[src/core/ssr_consts.vh]
// What this block does
// (RL1) Storm enable set turns storm protection on; clear turns it off.
// (RL2) Drop enable set discards frames while storming; clear never drops.
// (RL3) Fast-link limit is the storm threshold when every port runs 100M.
// (RL4) Slow-link limit is the storm threshold when any port runs 10M.
// (RL5) Count packets per 50 ms window; bound reached when count exceeds limit.
// (RL6) Crossover force bits for ports 2 to 4: 0 selects MDI, 1 MDIX.
// (RL7) Six-bit default VLAN portmap, one bit per port, resets to all members.
// (RL8) Hold bits 10 to 8 of port 5 and port 4 transmit rate caps.
// (RL9) BPDU tag mode: default, unmodified, always tagged, always untagged.
// (RL10) Each reserved class pass bit gives an all-zero or all-ones map.
// (RL11) Limit tracks links; per-window count; storm ends on a clean window.
`ifndef SSR_CONSTS_VH
`define SSR_CONSTS_VH

// Register indices; byte address is four times the index
`define SSR_IDX_VLAN        8'h3A
`define SSR_IDX_STORM0      8'h3B
`define SSR_IDX_STORM1      8'h3C
`define SSR_IDX_RSVD0       8'h3D
`define SSR_IDX_STATUS      8'h3F

// Reset values
`define SSR_RST_VLAN        16'h0FC0
`define SSR_RST_STORM0      16'h0000
`define SSR_RST_STORM1      16'h0000
`define SSR_RST_RSVD0       16'h00FD

// Field positions
`define SSR_VLAN_MAP_HI     11
`define SSR_VLAN_MAP_LO     6
`define SSR_STORM_DROP_BIT  14
`define SSR_STORM_EN_BIT    13
`define SSR_STORM_TH_HI     12
`define SSR_MDIX4_BIT       15
`define SSR_MDIX3_BIT       14
`define SSR_MDIX2_BIT       13
`define SSR_VLAN_WMASK      16'hFFFF
`define SSR_STORM0_WMASK    16'h7FFF

// Storm window timing
`define SSR_WINDOW_MS       50
`define SSR_CLK_MHZ         125
`define SSR_WINDOW_CYCLES   (`SSR_WINDOW_MS * 1000 * `SSR_CLK_MHZ)

`endif

[src/core/ssr_cfg.v]
`timescale 1ns/1ns
`include "ssr_consts.vh"
// Switch configuration slice: VLAN default, rate cap extension, storm
// protection, forced crossover and reserved multicast handling.
module ssr_cfg #(
    parameter WINDOW_CYCLES = `SSR_WINDOW_CYCLES
) (
    input  wire        pclk,
    input  wire        presetn,
    input  wire        psel,
    input  wire        penable,
    input  wire        pwrite,
    input  wire [11:0] paddr,
    input  wire [31:0] pwdata,
    output reg  [31:0] prdata,
    output wire        pready,
    output wire        pslverr,
    input  wire [5:0]  port_link_10m,
    input  wire        bcast_rx,
    output wire        storming,
    output wire        storm_drop,
    output reg  [5:0]  default_vlan_portmap,
    output reg  [2:0]  port5_tx_rate_cap_high,
    output reg  [2:0]  port4_tx_rate_cap_high,
    output reg         port4_crossover_force,
    output reg         port3_crossover_force,
    output reg         port2_crossover_force,
    output reg  [1:0]  bpdu_tx_tag_mode,
    output reg  [1:0]  gxrp_queue_select,
    output reg  [1:0]  slow_group_queue_select,
    output reg  [1:0]  bpdu_queue_select,
    output reg  [5:0]  bpdu_pass_ports,
    output reg  [5:0]  slow_pass_ports,
    output reg  [5:0]  pae_pass_ports,
    output reg  [5:0]  reserved_group0_pass_ports,
    output reg  [5:0]  reserved_group1_pass_ports,
    output reg  [5:0]  gxrp_pass_ports,
    output reg  [5:0]  reserved_group2_pass_ports,
    output reg  [5:0]  reserved_group3_pass_ports
);
    reg  [15:0] vlan_reg;
    reg  [15:0] storm0_reg;
    reg  [15:0] storm1_reg;
    reg  [15:0] rsvd0_reg;
    reg  [31:0] prdata_next;
    wire        aligned;
    wire        hit_vlan;
    wire        hit_storm0;
    wire        hit_storm1;
    wire        hit_rsvd0;
    wire        hit_status;
    wire        mapped;
    wire        wr_en;
    wire        rd_en;
    wire [5:0]  link_10m_s;
    wire [0:0]  bcast_s;
    reg         bcast_d_reg;
    wire [15:0] last_count;

    // Pass bit widens to a full six-port map
    function [5:0] pass_map;
        input bit_in;
        begin
            pass_map = bit_in ? 6'h3F : 6'h00; // RL10
        end
    endfunction

    // Word decode: byte address is index times four
    function hit;
        input [11:0] a;
        input [7:0]  i;
        begin
            hit = (a[9:2] == i) && (a[11:10] == 2'h0);
        end
    endfunction

    assign aligned    = (paddr[1:0] == 2'h0);
    assign hit_vlan   = hit(paddr, `SSR_IDX_VLAN);
    assign hit_storm0 = hit(paddr, `SSR_IDX_STORM0);
    assign hit_storm1 = hit(paddr, `SSR_IDX_STORM1);
    assign hit_rsvd0  = hit(paddr, `SSR_IDX_RSVD0);
    assign hit_status = hit(paddr, `SSR_IDX_STATUS);
    assign mapped     = aligned & (hit_vlan | hit_storm0 | hit_storm1 |
                                   hit_rsvd0 | hit_status);

    // Zero wait states; unmapped or misaligned access errors
    assign pready  = 1'b1;
    assign pslverr = psel & penable & ~mapped;
    assign wr_en   = psel & penable & pwrite & mapped;
    // Read decode runs in the setup cycle, one edge ahead of the answer
    assign rd_en   = psel & ~penable & ~pwrite & mapped;

    // Link speed and receive strobe come from the port clock region
    ssr_sync #(
        .W (6)
    ) u_link_sync (
        .pclk    (pclk),
        .presetn (presetn),
        .din     (port_link_10m),
        .dout    (link_10m_s)
    );

    ssr_sync #(
        .W (1)
    ) u_rx_sync (
        .pclk    (pclk),
        .presetn (presetn),
        .din     (bcast_rx),
        .dout    (bcast_s)
    );

    // Rising edge of synchronised level counts one packet
    always @(posedge pclk or negedge presetn) begin
        if (!presetn)
            bcast_d_reg <= 1'b0;
        else
            bcast_d_reg <= bcast_s[0];
    end

    // Register writes
    always @(posedge pclk or negedge presetn) begin
        if (!presetn) begin
            vlan_reg   <= `SSR_RST_VLAN; // RL7
            storm0_reg <= `SSR_RST_STORM0;
            storm1_reg <= `SSR_RST_STORM1;
            rsvd0_reg  <= `SSR_RST_RSVD0;
        end else if (wr_en) begin
            if (hit_vlan)
                vlan_reg <= pwdata[15:0] & `SSR_VLAN_WMASK;
            if (hit_storm0)
                storm0_reg <= pwdata[15:0] & `SSR_STORM0_WMASK;
            if (hit_storm1)
                storm1_reg <= pwdata[15:0];
            if (hit_rsvd0)
                rsvd0_reg <= pwdata[15:0];
        end
    end

    // Read mux; bits above 15 read zero except in the status word
    always @* begin
        prdata_next = 32'h00000000;
        if (rd_en) begin
            if (hit_vlan)
                prdata_next = {16'h0000, vlan_reg};
            else if (hit_storm0)
                prdata_next = {16'h0000, storm0_reg};
            else if (hit_storm1)
                prdata_next = {16'h0000, storm1_reg};
            else if (hit_rsvd0)
                prdata_next = {16'h0000, rsvd0_reg};
            else if (hit_status)
                prdata_next = {storming, storm_drop, link_10m_s,
                               8'h00, last_count};
        end
    end

    // Read data loaded at the setup edge so it stands through the access
    // cycle; status fields are therefore one cycle old when read
    always @(posedge pclk or negedge presetn) begin
        if (!presetn)
            prdata <= 32'h00000000;
        else if (psel & ~penable & ~pwrite)
            prdata <= prdata_next;
    end

    // Storm engine fed from the storm registers
    ssr_storm #(
        .WINDOW_CYCLES (WINDOW_CYCLES),
        .CW            (16)
    ) u_storm (
        .pclk       (pclk),
        .presetn    (presetn),
        .storm_en   (storm0_reg[`SSR_STORM_EN_BIT]), // RL1
        .drop_en    (storm0_reg[`SSR_STORM_DROP_BIT]), // RL2
        .fast_limit (storm0_reg[`SSR_STORM_TH_HI:0]), // RL3
        .slow_limit (storm1_reg[`SSR_STORM_TH_HI:0]), // RL4
        .any_slow   (|link_10m_s), // RL4
        .pkt_seen   (bcast_s[0] & ~bcast_d_reg), // RL5
        .storming   (storming),
        .drop_req   (storm_drop),
        .last_count (last_count)
    );

    // Configuration outputs registered from the bank
    always @(posedge pclk or negedge presetn) begin
        if (!presetn) begin
            default_vlan_portmap       <= 6'h3F;
            port5_tx_rate_cap_high     <= 3'h0;
            port4_tx_rate_cap_high     <= 3'h0;
            port4_crossover_force      <= 1'b0;
            port3_crossover_force      <= 1'b0;
            port2_crossover_force      <= 1'b0;
            bpdu_tx_tag_mode           <= 2'h0;
            gxrp_queue_select          <= 2'h0;
            slow_group_queue_select    <= 2'h0;
            bpdu_queue_select          <= 2'h0;
            bpdu_pass_ports            <= 6'h3F;
            slow_pass_ports            <= 6'h00;
            pae_pass_ports             <= 6'h3F;
            reserved_group0_pass_ports <= 6'h3F;
            reserved_group1_pass_ports <= 6'h3F;
            gxrp_pass_ports            <= 6'h3F;
            reserved_group2_pass_ports <= 6'h3F;
            reserved_group3_pass_ports <= 6'h3F;
        end else begin
            default_vlan_portmap <=
                vlan_reg[`SSR_VLAN_MAP_HI:`SSR_VLAN_MAP_LO]; // RL7
            port5_tx_rate_cap_high <= vlan_reg[5:3]; // RL8
            port4_tx_rate_cap_high <= vlan_reg[2:0]; // RL8
            port4_crossover_force  <= storm1_reg[`SSR_MDIX4_BIT]; // RL6
            port3_crossover_force  <= storm1_reg[`SSR_MDIX3_BIT]; // RL6
            port2_crossover_force  <= storm1_reg[`SSR_MDIX2_BIT]; // RL6
            bpdu_tx_tag_mode        <= rsvd0_reg[15:14]; // RL9
            gxrp_queue_select       <= rsvd0_reg[13:12];
            slow_group_queue_select <= rsvd0_reg[11:10];
            bpdu_queue_select       <= rsvd0_reg[9:8];
            reserved_group3_pass_ports <= pass_map(rsvd0_reg[7]); // RL10
            reserved_group2_pass_ports <= pass_map(rsvd0_reg[6]); // RL10
            gxrp_pass_ports            <= pass_map(rsvd0_reg[5]); // RL10
            reserved_group1_pass_ports <= pass_map(rsvd0_reg[4]); // RL10
            reserved_group0_pass_ports <= pass_map(rsvd0_reg[3]); // RL10
            pae_pass_ports             <= pass_map(rsvd0_reg[2]); // RL10
            slow_pass_ports            <= pass_map(rsvd0_reg[1]); // RL10
            bpdu_pass_ports            <= pass_map(rsvd0_reg[0]); // RL10
        end
    end
endmodule // ssr_cfg

[src/core/ssr_sync.v]
`timescale 1ns/1ns
// Two-flop synchroniser for a bus of independent level signals
module ssr_sync #(
    parameter W = 1
) (
    input  wire         pclk,
    input  wire         presetn,
    input  wire [W-1:0] din,
    output wire [W-1:0] dout
);
    reg [W-1:0] meta_reg;
    reg [W-1:0] sync_reg;

    // First stage feeds only the second stage
    always @(posedge pclk or negedge presetn) begin
        if (!presetn) begin
            meta_reg <= {W{1'b0}};
            sync_reg <= {W{1'b0}};
        end else begin
            meta_reg <= din;
            sync_reg <= meta_reg;
        end
    end
    assign dout = sync_reg;
endmodule // ssr_sync

[src/core/ssr_storm.v]
`timescale 1ns/1ns
`include "ssr_consts.vh"
// Broadcast storm monitor: per-window packet count against a threshold
module ssr_storm #(
    parameter WINDOW_CYCLES = `SSR_WINDOW_CYCLES,
    parameter CW            = 16
) (
    input  wire        pclk,
    input  wire        presetn,
    input  wire        storm_en,
    input  wire        drop_en,
    input  wire [12:0] fast_limit,
    input  wire [12:0] slow_limit,
    input  wire        any_slow,
    input  wire        pkt_seen,
    output reg         storming,
    output wire        drop_req,
    output reg  [CW-1:0] last_count
);
    reg  [31:0]   tick_reg;
    reg  [CW-1:0] cnt_reg;
    wire [12:0]   limit;
    wire          win_end;
    wire [CW-1:0] cnt_inc;
    wire [CW-1:0] cnt_fin;

    // Count against a 13-bit limit, widened on purpose
    function over;
        input [CW-1:0] c;
        input [12:0]   l;
        begin
            over = (c > {{(CW-13){1'b0}}, l});
        end
    endfunction

    // Limit tracks current link speeds every cycle
    assign limit   = any_slow ? slow_limit : fast_limit; // RL3 RL4 RL11
    assign win_end = (tick_reg == WINDOW_CYCLES - 1);
    // Saturate so a flood cannot wrap the count below threshold
    assign cnt_inc = (&cnt_reg) ? cnt_reg : cnt_reg + {{(CW-1){1'b0}}, 1'b1};
    // Closing count includes a packet seen in the last cycle
    assign cnt_fin = pkt_seen ? cnt_inc : cnt_reg;

    // Window timer, packet counter and storming state
    always @(posedge pclk or negedge presetn) begin
        if (!presetn) begin
            tick_reg   <= 32'h00000000;
            cnt_reg    <= {CW{1'b0}};
            storming   <= 1'b0;
            last_count <= {CW{1'b0}};
        end else if (!storm_en) begin // RL1
            tick_reg <= 32'h00000000;
            cnt_reg  <= {CW{1'b0}};
            storming <= 1'b0;
        end else if (win_end) begin
            tick_reg   <= 32'h00000000;
            cnt_reg    <= {CW{1'b0}}; // RL11
            last_count <= cnt_fin;
            // Storm carries on unless the closing window stayed in limit
            storming   <= over(cnt_fin, limit); // RL11
        end else begin
            tick_reg <= tick_reg + 32'h00000001; // RL5
            if (pkt_seen)
                cnt_reg <= cnt_inc;
            if (over(cnt_reg, limit))
                storming <= 1'b1; // RL5
        end
    end

    assign drop_req = storm_en & drop_en & storming; // RL2
endmodule // ssr_storm

[config.mk]
export PLATFORM = sky130hd
export DESIGN_NAME = ssr_cfg
export DESIGN_NICKNAME = d
export VERILOG_FILES = /design/src/core/ssr_cfg.v /design/src/core/ssr_sync.v /design/src/core/ssr_storm.v
export VERILOG_INCLUDE_DIRS = /design/src /design/src/core
export SDC_FILE = /design/constraint.sdc
export NUM_CORES = 1
export LEC_CHECK = 0
export BUFFER_PORTS_ARGS = -buffer_cell sky130_fd_sc_hd__buf_2
export CORE_UTILIZATION = 33
export DETAILED_ROUTE_END_ITERATION = 8
export PLACE_DENSITY = 0.63
export SKIP_CTS_REPAIR_TIMING = 1
export SLEW_MARGIN = 40
export SYNTH_ARGS = -nofsm -noshare
export SYNTH_HDL_FRONTEND = slang
export SYNTH_SLANG_ARGS = --single-unit
[constraint.sdc]
create_clock -name pclk -period 4.1 [get_ports pclk]
set_clock_uncertainty 0.2 [all_clocks]
set_input_delay 0.41 -clock pclk [delete_from_list [all_inputs] [get_ports pclk]]
set_output_delay 0.41 -clock pclk [all_outputs]
set_load 0.02 [all_outputs]
==> reports/metrics.yaml <==
m1WireLength_um: 9480
drtAntennaViolNets: 0
leakagePower_nw: 5.29
drive_above_1_share_pct: 30.6
final_nets: 1025
drtPass1Iterations: 4
cp.depth: 14
yosys_warnings: 0
final.period_utilization_pct: 91.0
avgSynthCellArea_um2: 11.3
dpl.hpwl_um: 14600
critPathKind: "reg2reg"
yosysSeqAreaShare_pct: 53.5
min_period_ns: 3.73
synthFlopType: "dfrtp_1"
internal_power_mw: 2.86
cts-htree-levels: 4
syn_area_um2: 9310
arrival_ns: 3.86
crit_family: "simple AND/OR/NAND/NOR gates"
viasPerCell: 4.83
critPathBufInv: 1
fin_tns_setup_ns: 0
fillers: 2747
syn-instance-count: 827
overflow: 0
holdCritPathClass: "in2reg"
synthArstFlopShare_pct: 100
slowest_stage: "dfrtp_1"
cap_viol_max_count: 0
die_w_um: 170
wirelength_um: 20600
p_comb_share_pct: 3.5
fp.dieH_um: 170
dr.max_layer_used: "met4"
seq_power_share_pct: 53.1
crit_required_ns: 4.23
drc: 0
drt_iter0_markers: 359
largest_register_ffs: 32
setup_violations: 0
finalNonFillerCells: 1332
ys_ff_latch: 198
hold_viol: 0
wl_per_cell_um: 15.5
layout_commonest_cell: "dfrtp_1"
rows: 61
wl_met2_um: 10100
fmax_mhz: 268
die_area_um2: 28900
grt_use_total_pct: 14.5
synth_edf_count: 0
cts_root_buf: "clkbuf_16"
syn2layout_area_growth_pct: 16.0
grt_max_degree: 87
path_clk_slew_ns: 0.07
antenna_found_initial: 0
route.met3.wl_um: 831
total_power_mw: 3.70
relSlewSlack_pct: 47.6
sw_frac_of_total_pct: 22.6
start_kind: "flip-flop"
worst_slack_ns: 0.371
cp-end-kind: "flip-flop"
synth_cell_types: 59
ios: 163
start_util_pct: 33.5
peakVddDrop_uv: 262
power_frac_clock_pct: 43.4
place_inst: 1292
min_path_cells: 2
port_buffers: 137
cts_made_buffers: 17
core_area_um2: 27800
dp_slack_ns: 0.409
power_switching_mw: 0.835
cp_cell_sequence: "ha_1 > and3_1 > nor2b_1 > a21bo_2 > nor2_1 > xnor2_1 > inv_1 > ha_1 > nand4_1 > or2_2 > o32a_1 > o31ai_1 > a41oi_1 > or2_2"
cp_max_fo: 5
cts_tree: "done"
grt_pass1_wl_um: 32200
slew_violations: 0
cts.sinks: 198
cts_max_path_buffers: 2
final_cell_mix: "172 x dfrtp_1, 136 x buf_2, 79 x nor2_1"
r2r_cells: 14
max_stage_delay_ns: 0.42
place_congestion: 0.932
rsz0062_at_grt: "false"
status: "finished, final reports clean"
first_global_vias: 5973
worst_slew_pin_slew_ns: 0.784
diodes: 0
insertion_delay_ns: 0.45
vias: 6430
power.density_nw_per_um2: 342
## through the flow
step           utilization, %  instance area [µm²]  hold WS, ns
6_report                 38.9                10800       0.0245
5_1_grt                  38.9                10800       0.0328
4_1_cts                  38.6                10700       -0.177
3_5_place_dp             36.6                10200        0.135
3_3_place_gp             36.6                10200        0.133
2_1_floorplan               -                 9340      -0.0856
## logic make-up after synthesis
| group | Yosys count | share of synthesized area (%) |
|---|---|---|
| flops | 198 | 53.5 |
| fa+ha+maj | 28 | 3.76 |
| simple gates | 255 | 14.1 |
| buf+inv | 94 | 6.10 |
| compound gates | 129 | 9.05 |
| xor+xnor | 35 | 3.29 |
| other cells | 2 | 0.0806 |
| mux | 86 | 10.1 |
## layer usage
layer,up-vias,track usage (%)
met5,-,0
met4,0,4.27
met3,17,3.05
met2,152,24.5
met1,3182,18.6
li1,3079,-
## synth_stat cells (all sizes together), types with 14 or more instances
library cell	instances	share of area, %
a21oi	26	1.4
buf	62	4.8
dfrtp	172	46
dfstp	26	7.3
ha	28	3.8
inv	20	0.81
mux2	64	7.7
mux2i	22	2.4
nand2	80	3.3
nand3	24	1.3
nand4	14	1.3
nor2	83	3.7
o21ai	44	2.4
xnor2	17	1.6
xor2	18	1.7
## worst paths after layout
kind	start	endpoint	slack [ns]
worst max-delay path	u_storm.cnt_reg[0]$_DFF_PN0_	u_storm.storming$_DFFE_PN0P_	0.37
worst min-delay path	pwdata[15]	rsvd0_reg[15]$_DFFE_PN0P_	0.02
worst max register to register	u_storm.cnt_reg[0]$_DFF_PN0_	u_storm.storming$_DFFE_PN0P_	0.37
worst min register to register	u_link_sync.meta_reg[5]$_DFF_PN0_	u_link_sync.dout[5]$_DFF_PN0_	0.15
max in group asynchronous	presetn	vlan_reg[11]$_DFFE_PN1P_	2.41
min in group asynchronous	presetn	u_storm.tick_reg[18]$_DFF_PN0_	0.35
## worst reg2reg max path: cells and delay by family (launching register included)
| kind | cells | cell delay, ns |
|---|---|---|
| AND/OR/NAND/NOR | 6 | 1.29 |
| buffers and inverters | 1 | 0.08 |
| AO/OA/AOI/OAI | 4 | 0.87 |
| XOR/XNOR | 1 | 0.20 |
| adder cells (fa/ha/maj) | 2 | 0.56 |
| flip-flops | 1 | 0.42 |
## cell type report
type / count / area [µm²] / area share (%)
flip-flops and latches: 198 / 4990 / 46.1
well taps: 378 / 473 / 4.38
multi-input cells: 542 / 3780 / 35.0
repair buffers: 162 / 927 / 8.58
clock inverters: 12 / 104 / 0.961
inverters: 20 / 75.1 / 0.695
clock buffers: 20 / 457 / 4.23
## power by group through the flow
stage	registers, mW	logic, mW	clock network, mW
floorplan	2.00	0.0467	0
CTS	1.96	0.124	1.65
global placement	2.00	0.123	0
detailed placement	2.00	0.124	0
finish	1.96	0.128	1.61
global route	1.96	0.144	1.72
No activity file was read; power rests on OpenSTA's default activity.
